File: src/core/fps_pkg.sv
// shared constants and types for the flash protection and power-state block
package fps_pkg;

  // clock and timing
  localparam int CLK_PERIOD_NS = 4;
  localparam int WAKE_TICK_NS  = 4096;
  // unit of the wake-up wait, rounded up to whole cycles
  localparam int WAKE_TICK_CYC =
    (WAKE_TICK_NS + CLK_PERIOD_NS - 1) / CLK_PERIOD_NS;
  localparam int WAIT_SEL_W    = 3;

  // register byte offsets
  localparam logic [7:0] ADDR_MODE_CTRL = 8'h00;
  localparam logic [7:0] ADDR_ERR_CTRL  = 8'h04;
  localparam logic [7:0] ADDR_ERASE_BLK = 8'h08;
  localparam logic [7:0] ADDR_PWR_CTRL  = 8'h0c;
  localparam logic [7:0] ADDR_SYS_CTRL  = 8'h10;
  localparam logic [7:0] ADDR_STATUS    = 8'h14;

  // flash_mode_ctrl_one fields
  localparam int MC_PROG_BIT  = 0;
  localparam int MC_ERASE_BIT = 1;
  localparam int MC_PV_BIT    = 2;
  localparam int MC_EV_BIT    = 3;
  localparam int MC_SWE_BIT   = 6;
  // flash_error_ctrl_two field
  localparam int ERR_FLAG_BIT = 7;
  // flash_power_ctrl field
  localparam int PWR_SUBACTIVE_POWERDOWN_DISABLE_BIT = 7;
  // system_ctrl_one field
  localparam int SYS_WAIT_LSB = 4;
  // status fields
  localparam int ST_PROG_BIT  = 0;
  localparam int ST_ERASE_BIT = 1;
  localparam int ST_PV_BIT    = 2;
  localparam int ST_EV_BIT    = 3;
  localparam int ST_WAKE_BIT  = 4;
  localparam int ST_STATE_LSB = 5;

  // values after reset
  localparam logic [7:0] RST_ERASE_BLK = 8'h00;
  localparam logic [2:0] RST_WAIT_SEL  = 3'h0;
  localparam logic       RST_SUBACTIVE_POWERDOWN_DISABLE     = 1'b0;

  // chip operating modes
  typedef enum logic [2:0] {
    CHIP_ACTIVE,
    CHIP_SLEEP,
    CHIP_SUBACTIVE,
    CHIP_SUBSLEEP,
    CHIP_STANDBY
  } fps_chip_mode_t;

  // flash array power states
  typedef enum logic [1:0] {
    FL_NORMAL,
    FL_POWERDOWN,
    FL_STANDBY
  } fps_flash_state_t;

endpackage

File: src/core/fps_flash_protect.sv
// flash program/erase protection and power-state control, ahb-lite slave
`timescale 1ns/1ps
module fps_flash_protect #(
  parameter int ERASE_BLOCKS  = 8,
  parameter int WAKE_TICK_CYC = fps_pkg::WAKE_TICK_CYC
) (
  // clock and resets
  input  wire logic                   clk,
  input  wire logic                   nrst,
  input  wire logic                   por_n,
  // ahb-lite slave
  input  wire logic                   hsel,
  input  wire logic [31:0]            haddr,
  input  wire logic [1:0]             htrans,
  input  wire logic                   hwrite,
  input  wire logic [2:0]             hsize,
  input  wire logic [31:0]            hwdata,
  input  wire logic                   hready,
  output logic                        hreadyout,
  output logic [31:0]                 hrdata,
  output logic                        hresp,
  // chip operating mode
  input  fps_pkg::fps_chip_mode_t     chip_mode,
  // cpu activity seen by the flash
  input  wire logic                   flash_read,
  input  wire logic                   exc_start,
  input  wire logic                   sleep_exec,
  // flash array controls
  output logic                        flash_prog_en,
  output logic                        flash_erase_en,
  output logic [ERASE_BLOCKS-1:0]     flash_erase_blk,
  output logic                        flash_pv_en,
  output logic                        flash_ev_en,
  output logic                        flash_powerdown,
  output logic                        flash_standby,
  output logic                        flash_ready,
  output logic                        flash_error_flag
);

  typedef struct packed {
    // flash_mode_ctrl_one
    logic                    prog_bit;
    logic                    erase_bit;
    logic                    pv_bit;
    logic                    ev_bit;
    logic                    software_write_enable;
    // erase_block_select
    logic [ERASE_BLOCKS-1:0] erase_blk;
    // flash_power_ctrl and system_ctrl_one
    logic                    subactive_powerdown_disable;
    logic [2:0]              wait_sel;
    // active modes toward the array
    logic                    prog_mode;
    logic                    erase_mode;
    logic                    pv_mode;
    logic                    ev_mode;
    logic [ERASE_BLOCKS-1:0] erase_blk_en;
    fps_pkg::fps_flash_state_t fl_state;
    logic                    pd_out;
    logic                    sb_out;
    // bus slave
    logic                    wr_pend;
    logic                    rd_pend;
    logic [7:0]              addr;
    logic                    ready_out;
    logic [31:0]             rdata;
  } fps_state_t;

  fps_state_t r;
  fps_state_t n;

  logic hw_prot;
  logic blocked;
  logic err_hit;
  logic err_flag;
  logic wake_busy;
  logic wake_start;
  logic op_busy;

  // register read mux; unmapped offsets read as zero
  function automatic logic [31:0] rd_mux(
    input logic [7:0]  addr,
    input fps_state_t  s,
    input logic        eflag,
    input logic        wbusy
  );
    logic [31:0] v;
    v = '0;
    unique case (addr)
      fps_pkg::ADDR_MODE_CTRL: begin
        v[fps_pkg::MC_PROG_BIT]  = s.prog_bit;
        v[fps_pkg::MC_ERASE_BIT] = s.erase_bit;
        v[fps_pkg::MC_PV_BIT]    = s.pv_bit;
        v[fps_pkg::MC_EV_BIT]    = s.ev_bit;
        v[fps_pkg::MC_SWE_BIT]   = s.software_write_enable;
      end
      fps_pkg::ADDR_ERR_CTRL: begin
        v[fps_pkg::ERR_FLAG_BIT] = eflag;
      end
      fps_pkg::ADDR_ERASE_BLK: begin
        v[ERASE_BLOCKS-1:0] = s.erase_blk;
      end
      fps_pkg::ADDR_PWR_CTRL: begin
        v[fps_pkg::PWR_SUBACTIVE_POWERDOWN_DISABLE_BIT] = s.subactive_powerdown_disable;
      end
      fps_pkg::ADDR_SYS_CTRL: begin
        v[fps_pkg::SYS_WAIT_LSB +: 3] = s.wait_sel;
      end
      fps_pkg::ADDR_STATUS: begin
        v[fps_pkg::ST_PROG_BIT]  = s.prog_mode;
        v[fps_pkg::ST_ERASE_BIT] = s.erase_mode;
        v[fps_pkg::ST_PV_BIT]    = s.pv_mode;
        v[fps_pkg::ST_EV_BIT]    = s.ev_mode;
        v[fps_pkg::ST_WAKE_BIT]  = wbusy;
        v[fps_pkg::ST_STATE_LSB +: 2] = 2'(s.fl_state);
      end
      default: begin
        v = '0;
      end
    endcase
    return v;
  endfunction

  // a program or erase is under way while either mode is live
  assign op_busy = r.prog_mode | r.erase_mode;

  // sticky violation flag lives in its own power-on domain
  fps_err_latch u_err (
    .clk        (clk),
    .por_n      (por_n),
    .op_busy    (op_busy),
    .flash_read (flash_read),
    .exc_start  (exc_start),
    .sleep_exec (sleep_exec),
    .err_hit    (err_hit),
    .err_flag   (err_flag)
  );

  // holds the array off after leaving power-down or standby
  fps_wake_timer #(
    .TICK_CYC (WAKE_TICK_CYC),
    .SEL_W    (fps_pkg::WAIT_SEL_W)
  ) u_wake (
    .clk      (clk),
    .nrst     (nrst),
    .start    (wake_start),
    .wait_sel (r.wait_sel),
    .busy     (wake_busy)
  );

  // next-state logic
  always_comb begin
    n = r;

    // modes that force program/erase off
    hw_prot = (chip_mode == fps_pkg::CHIP_SUBACTIVE) ||
              (chip_mode == fps_pkg::CHIP_SUBSLEEP)  ||
              (chip_mode == fps_pkg::CHIP_STANDBY);

    // bus: finish a pending read with one wait state
    n.wr_pend = 1'b0;
    n.rd_pend = 1'b0;
    if (r.rd_pend) begin
      n.rdata     = rd_mux(r.addr, r, err_flag, wake_busy);
      n.ready_out = 1'b1;
    end

    // bus: address phase; reads stall one cycle so data is never stale
    if (hsel && htrans[1] && hready) begin
      n.addr      = haddr[7:0];
      n.wr_pend   = hwrite;
      n.rd_pend   = !hwrite;
      n.ready_out = hwrite;
    end

    // bus: write data phase; hsize is not checked, words only
    if (r.wr_pend) begin
      unique case (r.addr)
        fps_pkg::ADDR_MODE_CTRL: begin
          n.software_write_enable    = hwdata[fps_pkg::MC_SWE_BIT];
          n.pv_bit = hwdata[fps_pkg::MC_PV_BIT];
          n.ev_bit = hwdata[fps_pkg::MC_EV_BIT];
          // setting is ignored without write enable; both at once is illegal
          n.prog_bit  = hwdata[fps_pkg::MC_PROG_BIT] & r.software_write_enable &
                        ~hwdata[fps_pkg::MC_ERASE_BIT];
          n.erase_bit = hwdata[fps_pkg::MC_ERASE_BIT] & r.software_write_enable &
                        ~hwdata[fps_pkg::MC_PROG_BIT];
        end
        fps_pkg::ADDR_ERASE_BLK: begin
          n.erase_blk = hwdata[ERASE_BLOCKS-1:0];
        end
        fps_pkg::ADDR_PWR_CTRL: begin
          n.subactive_powerdown_disable = hwdata[fps_pkg::PWR_SUBACTIVE_POWERDOWN_DISABLE_BIT];
        end
        fps_pkg::ADDR_SYS_CTRL: begin
          n.wait_sel = hwdata[fps_pkg::SYS_WAIT_LSB +: 3];
        end
        default: begin
          n.addr = r.addr; // error flag, status and holes are read-only
        end
      endcase
    end

    // clearing write enable drops a program or erase request still held in the bits
    if (!n.software_write_enable) begin
      n.prog_bit  = 1'b0;
      n.erase_bit = 1'b0;
    end

    // low-power entry reinitialises the controls; error flag survives
    if (hw_prot) begin
      n.prog_bit  = 1'b0;
      n.erase_bit = 1'b0;
      n.pv_bit    = 1'b0;
      n.ev_bit    = 1'b0;
      n.software_write_enable       = 1'b0;
      n.erase_blk = fps_pkg::RST_ERASE_BLK[ERASE_BLOCKS-1:0];
    end

    // flash power state from the chip mode
    unique case (chip_mode)
      fps_pkg::CHIP_ACTIVE,
      fps_pkg::CHIP_SLEEP: begin
        n.fl_state = fps_pkg::FL_NORMAL;
      end
      fps_pkg::CHIP_SUBACTIVE: begin
        // supply partly halted, reads still served
        n.fl_state = r.subactive_powerdown_disable ? fps_pkg::FL_NORMAL
                             : fps_pkg::FL_POWERDOWN;
      end
      fps_pkg::CHIP_SUBSLEEP,
      fps_pkg::CHIP_STANDBY: begin
        n.fl_state = fps_pkg::FL_STANDBY;
      end
      default: begin
        n.fl_state = fps_pkg::FL_STANDBY; // illegal code: safest state
      end
    endcase

    // decoded here so the state pins come straight from flops
    n.pd_out = (n.fl_state == fps_pkg::FL_POWERDOWN);
    n.sb_out = (n.fl_state == fps_pkg::FL_STANDBY);

    // return to normal starts the software-chosen wait
    wake_start = (r.fl_state != fps_pkg::FL_NORMAL) &&
                 (n.fl_state == fps_pkg::FL_NORMAL);

    // the error stops modes in the very edge that sets the flag
    blocked = err_flag | err_hit | hw_prot | wake_busy | wake_start |
              (n.fl_state != fps_pkg::FL_NORMAL);

    // modes follow their bits exactly while nothing blocks them
    n.prog_mode  = n.prog_bit & n.software_write_enable & ~blocked;
    n.erase_mode = n.erase_bit & n.software_write_enable & ~blocked;

    // verify stays open after an error; low power or a live program/erase closes it
    n.pv_mode = n.pv_bit & n.software_write_enable & ~hw_prot & ~n.prog_mode &
                ~n.erase_mode;
    n.ev_mode = n.ev_bit & n.software_write_enable & ~hw_prot & ~n.prog_mode &
                ~n.erase_mode;

    // only selected blocks see the erase; zero select erases nothing
    n.erase_blk_en = n.erase_mode ? n.erase_blk
                                  : '0;
  end

  // state register; the pin reset also protects
  always_ff @(posedge clk) begin
    if (!nrst) begin
      r           <= '0;
      r.erase_blk <= fps_pkg::RST_ERASE_BLK[ERASE_BLOCKS-1:0];
      r.wait_sel  <= fps_pkg::RST_WAIT_SEL;
      r.subactive_powerdown_disable     <= fps_pkg::RST_SUBACTIVE_POWERDOWN_DISABLE;
      r.fl_state  <= fps_pkg::FL_NORMAL;
      r.ready_out <= 1'b1;
    end else begin
      r <= n;
    end
  end

  // bus outputs; the response is always okay
  assign hreadyout = r.ready_out;
  assign hrdata    = r.rdata;
  assign hresp     = 1'b0;

  // array controls come straight from flops: the state register, the wake timer (ready, inverted busy) and the error latch
  assign flash_prog_en    = r.prog_mode;
  assign flash_erase_en   = r.erase_mode;
  assign flash_erase_blk  = r.erase_blk_en;
  assign flash_pv_en      = r.pv_mode;
  assign flash_ev_en      = r.ev_mode;
  assign flash_powerdown  = r.pd_out;
  assign flash_standby    = r.sb_out;
  assign flash_ready      = ~wake_busy;
  assign flash_error_flag = err_flag;

endmodule

File: src/core/fps_err_latch.sv
// sticky algorithm-violation flag, cleared only by power-on reset
`timescale 1ns/1ps
module fps_err_latch (
  // clock and power-on reset
  input  wire logic clk,
  input  wire logic por_n,
  // operation in progress
  input  wire logic op_busy,
  // cpu activity
  input  wire logic flash_read,
  input  wire logic exc_start,
  input  wire logic sleep_exec,
  // result
  output logic      err_hit,
  output logic      err_flag
);

  typedef struct packed {
    logic flag;
  } fps_err_t;

  fps_err_t r;
  fps_err_t n;

  // violation seen this cycle; feeds the abort without waiting a cycle
  always_comb begin
    err_hit = op_busy & (flash_read | exc_start | sleep_exec);
    n       = r;
    if (err_hit) begin
      n.flag = 1'b1;
    end
  end

  // pin reset is deliberately not a term here
  always_ff @(posedge clk) begin
    if (!por_n) begin
      r <= '0;
    end else begin
      r <= n;
    end
  end

  assign err_flag = r.flag;

endmodule

File: src/core/fps_wake_timer.sv
// wake-up wait for the flash supply after power-down or standby
`timescale 1ns/1ps
module fps_wake_timer #(
  parameter int TICK_CYC = fps_pkg::WAKE_TICK_CYC,
  parameter int SEL_W    = fps_pkg::WAIT_SEL_W
) (
  // clock and reset
  input  wire logic             clk,
  input  wire logic             nrst,
  // control
  input  wire logic             start,
  input  wire logic [SEL_W-1:0] wait_sel,
  // status
  output logic                  busy
);

  localparam int DIV_W = $clog2(TICK_CYC + 1);

  typedef struct packed {
    logic             busy;
    logic [DIV_W-1:0] div;
    logic [SEL_W:0]   ticks;
  } fps_wake_t;

  fps_wake_t r;
  fps_wake_t n;
  logic      tick;

  // divider gives one enable per tick; wait is (wait_sel + 1) ticks
  always_comb begin
    n    = r;
    tick = (r.div == DIV_W'(TICK_CYC - 1));
    if (r.busy) begin
      n.div = tick ? '0 : r.div + 1'b1;
      if (tick) begin
        if (r.ticks == '0) begin
          n.busy = 1'b0;
        end else begin
          n.ticks = r.ticks - 1'b1;
        end
      end
    end
    // a restart during a wait begins a full new wait
    if (start) begin
      n.busy  = 1'b1;
      n.div   = '0;
      n.ticks = {1'b0, wait_sel};
    end
  end

  // state register
  always_ff @(posedge clk) begin
    if (!nrst) begin
      r <= '0;
    end else begin
      r <= n;
    end
  end

  assign busy = r.busy;

endmodule

File: config.mk
export PLATFORM = sky130hd
export DESIGN_NAME = fps_flash_protect
export DESIGN_NICKNAME = d
export VERILOG_FILES = /design/src/core/fps_pkg.sv /design/src/core/fps_flash_protect.sv /design/src/core/fps_err_latch.sv /design/src/core/fps_wake_timer.sv
export SDC_FILE = /design/constraint.sdc
export NUM_CORES = 1
export LEC_CHECK = 0
export ABC_CLOCK_PERIOD_IN_PS = 3000
export BUFFER_PORTS_ARGS = -buffer_cell sky130_fd_sc_hd__buf_2
export CELL_PAD_IN_SITES_DETAIL_PLACEMENT = 1
export CELL_PAD_IN_SITES_GLOBAL_PLACEMENT = 2
export CORE_ASPECT_RATIO = 2
export CORE_MARGIN = 4
export CORE_UTILIZATION = 27
export DETAILED_ROUTE_END_ITERATION = 16
export MAX_ROUTING_LAYER = met4
export PLACE_DENSITY_LB_ADDON = 0.1
export SKIP_LAST_GASP = 1
export SLEW_MARGIN = 20
export SYNTH_ARGS = -nofsm -noshare
export SYNTH_HDL_FRONTEND = slang
export SYNTH_HIERARCHICAL = 1
export SYNTH_SLANG_ARGS = --single-unit
File: constraint.sdc
create_clock -name clk -period 3 [get_ports clk]
set_input_delay 0.3 -clock clk [delete_from_list [all_inputs] [get_ports clk]]
set_output_delay 0.3 -clock clk [all_outputs]
set_load 0.01 [all_outputs]
[After elaboration in Yosys (flattened, before gate mapping)]
Cells that the tools add are included.
Storage, ports and cells
  register bits: 69
  input port bits: 81
  output and inout port bits: 50
  word-level logic and storage cells: 124
Operators by class
  add/subtract/negate cells: 2
  equality and inequality tests: 14
  mux-type cells: 24
  bitwise operators: 34
  reduce and logical (&&, ||, !) cells: 24
Operators by type and width (count)
  33-bit two-way mux: 1
  16-bit two-way mux: 2
  8-bit two-way mux: 3
  1-bit bitwise AND: 17
  17-bit two-way mux: 1
  8-bit by 4-bit == test with 1-bit output (second input constant): 2
  8-bit by 5-bit == test with 1-bit output (second input constant): 2
  13-bit two-way mux: 1
  4-bit case mux with 3 select lines: 1
  11-bit by 1-bit adder with 11-bit output (second input constant): 1
  11-bit by 10-bit == test with 1-bit output (second input constant): 1
  11-bit two-way mux: 1
  2-bit nonzero test: 5
  9-bit two-way mux: 1
  1-bit inverter: 9
  8-bit by 3-bit == test with 1-bit output (second input constant): 1
  8-bit logical NOT: 1
  4-bit two-way mux: 2
  1-bit bitwise OR: 8
  2-bit AND reduction: 4
  3-bit by 2-bit == test with 1-bit output (second input constant): 2
  2-bit case mux with 3 select lines: 1
  3-bit AND reduction: 2
  5-bit two-way mux: 1
  other kinds (21): 28

[Depth between registers and ports, before layout]
Gate-level depths: netlist of run 1.
  depth after elaboration: 13
  mapped depth: 7
  mapped depth without buffers: 6

[Cells and area by module]
The synthesis of run 1 kept the hierarchy.
By module, submodules not included
  fps_flash_protect: instances 1, cells each 278, area each 2497.4 µm², seq. area each 1021.0 µm²
  fps_wake_timer: instances 1, cells each 89, area each 775.7 µm², seq. area each 320.3 µm²
  fps_err_latch: instances 1, cells each 3, area each 36.3 µm², seq. area each 20.0 µm²

[Worst setup path after synthesis of run 1]
No wires, ideal clock.
  path type: reg-to-reg
  start point: register r[37] (netlist bit)
  end point: register r (netlist bit flash_erase_blk[0])
  library setup time: 65 ps
  data arrival time: 2026 ps
  data required time: 2935 ps
  setup slack: 908 ps
  stages on the path, launching flop included: 7
  buffers on the path: 2
  period minus slack after synthesis: 2092 ps
  path through: dfxtp_1 buf_6 or4_1 buf_2 or4_4 a211o_4 nor2_1
On the way
  longest elaborated chain between the ends: 8
  elaborated cells on any way between the ends: 10
  classes of those cells: 1 x eq/ne; 5 x mux; 2 x bitwise; 2 x reduce/logical
RTL lines
  from (decl): line fps_flash_protect.sv:69  | fps_state_t r;
  from (signal assigned): line fps_flash_protect.sv:277  | r <= n;
  8-bit logical NOT: line fps_flash_protect.sv:178  | unique case (r.addr)
  5-bit two-way mux: line fps_flash_protect.sv:178
  17-bit two-way mux (*): line fps_flash_protect.sv:177  | if (r.wr_pend) begin
  2-bit two-way mux: line fps_flash_protect.sv:205  | if (!n.software_write_enable) begin
  13-bit two-way mux (*): line fps_flash_protect.sv:211  | if (hw_prot) begin
  1-bit bitwise AND (2 in a row): line fps_flash_protect.sv:254  | n.erase_mode = n.erase_bit & n.software_write_enable & ~blocked;
  2-bit AND reduction (no line)
Every way passes the cells marked *; elsewhere a longest branch is shown, timed or not.
A chain may end at the register's enable or synchronous reset.

[Worst setup path after layout of run 1]
  start point: register r[33] (netlist bit)
  end point: register r (netlist bit flash_erase_blk[5])
Same word-level chain as after synthesis.

==> results.md, run 1 <==
- Total negative slack: 0 ns
- Initial DRC Count: 114
- Post-synth EDFFs: 0
- Peak supply drop: 273 µV
- Die height: 165 µm
- Max incr delay on CP: 0.65 ns
- Switching share of power: 25.5%
- Pleak: 1.59 nW
- First-pass GRT wire length: 15.6 mm
- Int Power: 1.55 mW
- CP startpoint kind: register
- H-tree levels: 3
- NumNets Final: 495
- Sequential Power Share: 44.7%
- HP Class: in2reg
- Post-synth ARST share: 0%
- Placement Rows: 57
- Max cap viols: 0
- DIE AREA: 14200 µm²
- WL/cell: 18.1 µm
- DR DRC count: 0
- Yosys top cell area share: 41.1%
- Initial Utilization: 27.5%
- Global route overflow: 0
- Outcome: finished, final reports clean
- Yosys reg bits: 68
- Syn_area_per_cell: 8.94 µm²
- Vias: 2714
- Crit-path cells: or4b_1, or4_4, a211o_4, nor2_1
- Synth Instances: 370
- Antenna violations before repair: 1
- Clock power share: 47.8%
- Root buf cell: clkbuf_16
- Pins Over Slew Limit: 0
- Power Dens Cells: 545 nW/µm²
- Layout cells sized above 1: 21.9%
- Vias in the first global route: 2878
- Clock tree buffer depth: 2
- IO Port Bufs: 53
- Ranking of synthesized cells by area: dfxtp_1, buf_4, mux2i_1
- Post-route ant nets: 0
- Top FF cell, synth: dfxtp_1
- GRT Max-Usage Layer: met2
- Crit Path Max Fanout: 8
- Slowest cell on the critical path: or4b_1
- Top Family by Delay on Critical Path: simple AND/OR/NAND/NOR gates
- Worst-path clk slew: 0.06 ns
- TritonRoute pass-1 iters: 4
- Met1 usage in global routing: 13.0%
- Via/cell ratio: 4.81
- Crit path time final: 2.22 ns
- Worst skew pair latency: 0.34 ns
- Register area share after synthesis: 41.1%
- Met2 usage in global routing: 30.2%
- Die Span X: 86.3 µm
- RSZ-0062 raised after global routing: no
- Relative slew slack: 47.7%
- Net Switching: 530 µW
- Grt met3 use: 3.89%
- CP arrival: 2.49 ns
- Final hold viol count: 0
- Combinational Power Share: 7.5%
- Tcrit/Tclk final: 74.1%
- Cell area after synthesis: 3310 µm²
- Post-CTS Setup Bufs: 0
- Post-CTS sizing: 0
- Placer congestion estimate: 0.770
- CTS tree: built
- P&R area growth vs syn: 15.3%
- Clk_skew: 0.00757 ns
- Cell taking the most area after synthesis: dfxtp_1
- Hold_ws: 0.149 ns
- Worst-Margin Slew: 0.778 ns
- Total routed wirelength: 10.2 mm
- Layout fillers: 1452
- Critical path required time: 3.26 ns
- Most frequent cell after synthesis: dfxtp_1
- CTS Hold Buffers Added: 0
- Largest net degree at the start of global routing: 19
- Max Clk Rate: 450 MHz
- Buf+Inv Stages, Crit Path: 0
- Gr usage total: 15.4%
- # clock sinks: 68
- Crit end category: register
- Synth warn: 6
- Post-DP HPWL: 8.20 mm
- Boundary Pins: 131
- CTS buffer count: 9
- Synth unique cells: 58
- Core region area: 12100 µm²
- Endpoints failing setup: 0
- Kind of critical path: reg2reg
- Top post-synthesis cells by count: dfxtp_1, buf_4, nor2_1, mux2i_1
-- worst paths after layout --
kind	startpoint	to	slack [ns]	depth (start not counted)
worst max-delay path	r[33]	flash_erase_blk[5]	0.78	4
worst min-delay path	hwrite	r[41]	0.15	2
worst max register to register	r[33]	flash_erase_blk[5]	0.78	4
worst min register to register	u_wake/r[14]	u_wake/r[14]	0.46	2
-- per-layer routing --
layer | vias to the layer above | share of wire (%)
li1 | 1328 | -
met3 | 18 | 3.9
met4 | 0 | 3.6
met5 | - | 0
met1 | 1312 | 33
met2 | 56 | 59
-- worst reg2reg max path, stage by stage, from the launching register on --
cell and delay (ns):
dfxtp_1 0.39, or4b_1 0.65, or4_4 0.53, a211o_4 0.42, nor2_1 0.16
-- layout by cell type (no fill, tap or decap), drive strengths merged, types with 3 or more instances in the layout --
cell | Yosys | routed
clkinv | 0 | 5
conb | 1 | 25
xnor2 | 7 | 7
nor3 | 13 | 13
a21oi | 12 | 12
nor2b | 8 | 8
a21boi | 4 | 4
a22oi | 6 | 6
nor2 | 41 | 41
mux2 | 4 | 4
and4 | 3 | 3
mux2i | 17 | 17
a22o | 9 | 9
dfxtp | 68 | 68
nand2b | 6 | 6
nor4 | 4 | 4
nand3b | 3 | 3
buf | 45 | 61
o31ai | 3 | 3
o21ai | 11 | 11
ha | 3 | 3
inv | 10 | 10
xor2 | 4 | 4
and3 | 5 | 5
clkbuf | 10 | 10
nand3 | 15 | 15
nand4 | 8 | 8
nand2 | 15 | 15
or3 | 4 | 4
-- logic make-up (layout without fill, tap and decap cells) --
logic type / Yosys count / count (layout) / synth area share (%)
adders and majority gates: 3 / 3 / 1.13
AOI/OAI and AO/OA: 63 / 63 / 13.6
DFF: 68 / 68 / 41.1
other: 1 / 26 / 0.113
muxes: 21 / 21 / 6.50
and+or+nand+nor: 138 / 138 / 22.2
xor gates and xnor gates: 11 / 11 / 2.91
buffers and inverters: 65 / 87 / 12.4
-- state kept, by name, indices dropped and copies added, names as in the netlist --
signal,cells
r,28
flash_erase_blk,8
flash_pv_en,1
flash_prog_en,1
u_wake/r,15
flash_standby,1
flash_erase_en,1
hrdata,8
flash_ev_en,1
u_wake/busy,1
flash_powerdown,1
u_err/err_flag,1
hreadyout,1
-- stage by stage --
stage	utilization [%]	worst slack (ns)	total power, mW	instance area (µm²)	instances
after floorplan	-	0.908	1.06	3400	394
after global placement	29.3	0.786	1.11	3540	547
after CTS	31.7	0.768	2.11	3810	563
after global routing	31.7	0.750	2.18	3820	564
final	31.7	0.778	2.08	3820	564
after detailed placement	29.3	0.783	1.11	3540	547
-- power groups by stage --
stage                     registers (mW)  clock network (mW)  logic [mW]
after floorplan                    0.943                   0       0.122
after global placement             0.949                   0       0.156
after detailed placement           0.949                   0       0.157
after CTS                          0.929                1.03       0.158
after global routing               0.931                1.08       0.172
final                              0.929               0.994       0.156
-- area by class of cell --
cell class	instances	area (µm²)	share of cell area (%)
multi-input cells	261	1630	42.6
flip-flops and latches	68	1360	35.7
repair buffers	61	325	8.52
clock buffers	10	239	6.26
well taps	147	184	4.82
clock inverters	6	40.0	1.05
inverters	10	37.5	0.983
diodes	1	2.50	0.0656
(Power assumes the default switching activity.)
==> run 2, diff against run 1 <==
- ABC_CLOCK_PERIOD_IN_PS: 3000 -> 2200
- clock period: 3 -> 2.2 ns (I/O delays scaled with it)
==> run 2 against run 1 <==
  * Critical path type unchanged
  * Highest routed layer unchanged
  * Utilization rose by 1.2 points
  * Register-to-register slack got worse by 0.66 ns
  * Routed wire length rose by 4.2%
  * Die area did not move
  * Largest power group unchanged
  * Sequential power rose by 36%
==> results.md, run 2 (synthesis results as in run 1) <==
- DIE AREA: 14200 µm²
- Initial DRC Count: 114
- Max cap viols: 0
- Worst skew pair latency: 0.33 ns
- HP Class: in2reg
- Buf+Inv Stages, Crit Path: 0
- Total routed wirelength: 10.6 mm
- CP arrival: 2.33 ns
- Most frequent cells in the layout: dfxtp_1, buf_2, nor2_1
- Post-route ant nets: 0
- # clock sinks: 68
- Global route overflow: 0
- Largest registers: r (28), u_wake/r (15)
- Post-layout util: 32.9%
- Gr usage total: 16.3%
- Pleak: 1.68 nW
- Int Power: 2.22 mW
- RSZ-0062 raised after global routing: no
- Largest Register: r
- P&R area growth vs syn: 19.7%
- Final hold viol count: 0
- Hold path start: hwrite
- CTS tree: built
- Worst-Margin Slew: 0.545 ns
- Clock power share: 47.9%
- Kind of critical path: reg2reg
- Combinational Power Share: 8.4%
- Peak supply drop: 369 µV
- Setup ws final: 0.121 ns
- CTS buffer count: 9
- Post-DP HPWL: 8.68 mm
- Relative slew slack: 63.6%
- R2R Path End: flash_erase_blk[5]
- Post-CTS sizing: 0
- H-tree levels: 3
- Sequential Power Share: 43.7%
- Initial Utilization: 27.5%
- Switching share of power: 23.2%
- DR DRC count: 0
- Commonest non-fill, non-tap cell in the layout: dfxtp_1
- Max incr delay on CP: 0.56 ns
- Placer congestion estimate: 0.823
- Layout cells sized above 1: 24.7%
- Crit path time final: 2.08 ns
- Via/cell ratio: 4.81
- Max Clk Rate: 481 MHz
- Endpoints failing setup: 0
- Post-CTS Setup Bufs: 0
- Core region area: 12100 µm²
- Power Dens Cells: 731 nW/µm²
- Critical path required time: 2.45 ns
- WL/cell: 18.3 µm
- FF-to-FF path depth: 4
- Crit Path Max Fanout: 8
- Clock tree buffer depth: 2
- Max reg flops: 28
- First-pass GRT wire length: 16.5 mm
- Top Family by Delay on Critical Path: simple AND/OR/NAND/NOR gates
- Worst-path clk slew: 0.05 ns
- Diodes inserted: 0
- Setup WS pre-CTS: 0.100 ns
- Hold depth: 2
- Largest net degree at the start of global routing: 16
- Clk_skew: 0.00399 ns
- NumNets Final: 513
- CTS Hold Buffers Added: 0
- Root buf cell: clkbuf_16
- Tcrit/Tclk final: 94.5%
- CP startpoint kind: register
- Die height: 165 µm
- Net Switching: 671 µW
- TritonRoute pass-1 iters: 4
- Sink of the worst hold path: r[41]
- Vias: 2788
- RR Startpoint: r[38]
- Crit-path cells: or4_1, or4_4, a211o_4, nor2_1
- Placement Rows: 57
- Outcome: finished, final reports clean
- R2r setup slk: 0.12 ns
- IO Port Bufs: 53
- Antenna violations before repair: 0
- Slowest cell on the critical path: or4_1
- Die Span X: 86.3 µm
- Pins Over Slew Limit: 0
- Boundary Pins: 131
- Total negative slack: 0 ns
- Critical path depth in cells: 4
- Crit end category: register
- Vias in the first global route: 3091
[run 2: cell type report]
type | instances | area, µm²
fillers | 1460 | 8090
multi-input cells | 261 | 1630
flip-flops and latches | 68 | 1360
repair buffers | 79 | 460
clock buffers | 14 | 284
well taps | 147 | 184
inverters | 10 | 37.5
clock inverters | 1 | 5.00
[run 2: power by group through the flow]
stage          clock network, mW  registers [mW]  logic (mW)
6_report                    1.39            1.26       0.243
5_1_grt                     1.49            1.27       0.271
4_1_cts                     1.44            1.26       0.247
3_5_place_dp                   0            1.29       0.245
3_3_place_gp                   0            1.29       0.243
2_1_floorplan                  0            1.29       0.166
[run 2: worst max-delay path by stage]
stage / startpoint / endpoint / slack [ns]
after floorplan: r[37] / flash_erase_blk[0] / 0.11
after global placement: r[38] / flash_erase_blk[4] / 0.09
after detailed placement: r[38] / flash_erase_blk[5] / 0.10
after CTS: r[33] / flash_erase_blk[5] / 0.09
after global routing: r[38] / r[65] / 0.03
final: r[38] / flash_erase_blk[5] / 0.12
[run 2: worst register-to-register path, stage by stage, from the launching register on]
cell and delay (ns):
dfxtp_1 0.34, or4_1 0.56, or4_4 0.54, a211o_4 0.41, nor2_1 0.15
[run 2: layer usage]
layer / GRT usage, % / wire length [µm] / part of all wire (%)
met3: 3.25 / 444 / 4.2
met1: 14.5 / 3540 / 33
met5: - / 0 / 0
met2: 31.1 / 6170 / 58
met4: 8.79 / 466 / 4.4
[run 2: through the flow]
stage,area (µm²),hold WS [ns],cells,power [mW]
global route,3960,0.0949,580,3.03
floorplan,3400,0.292,394,1.45
finish,3960,0.0764,580,2.89
detailed placement,3670,0.410,565,1.54
CTS,3960,0.0662,580,2.95
global placement,3670,0.417,565,1.53
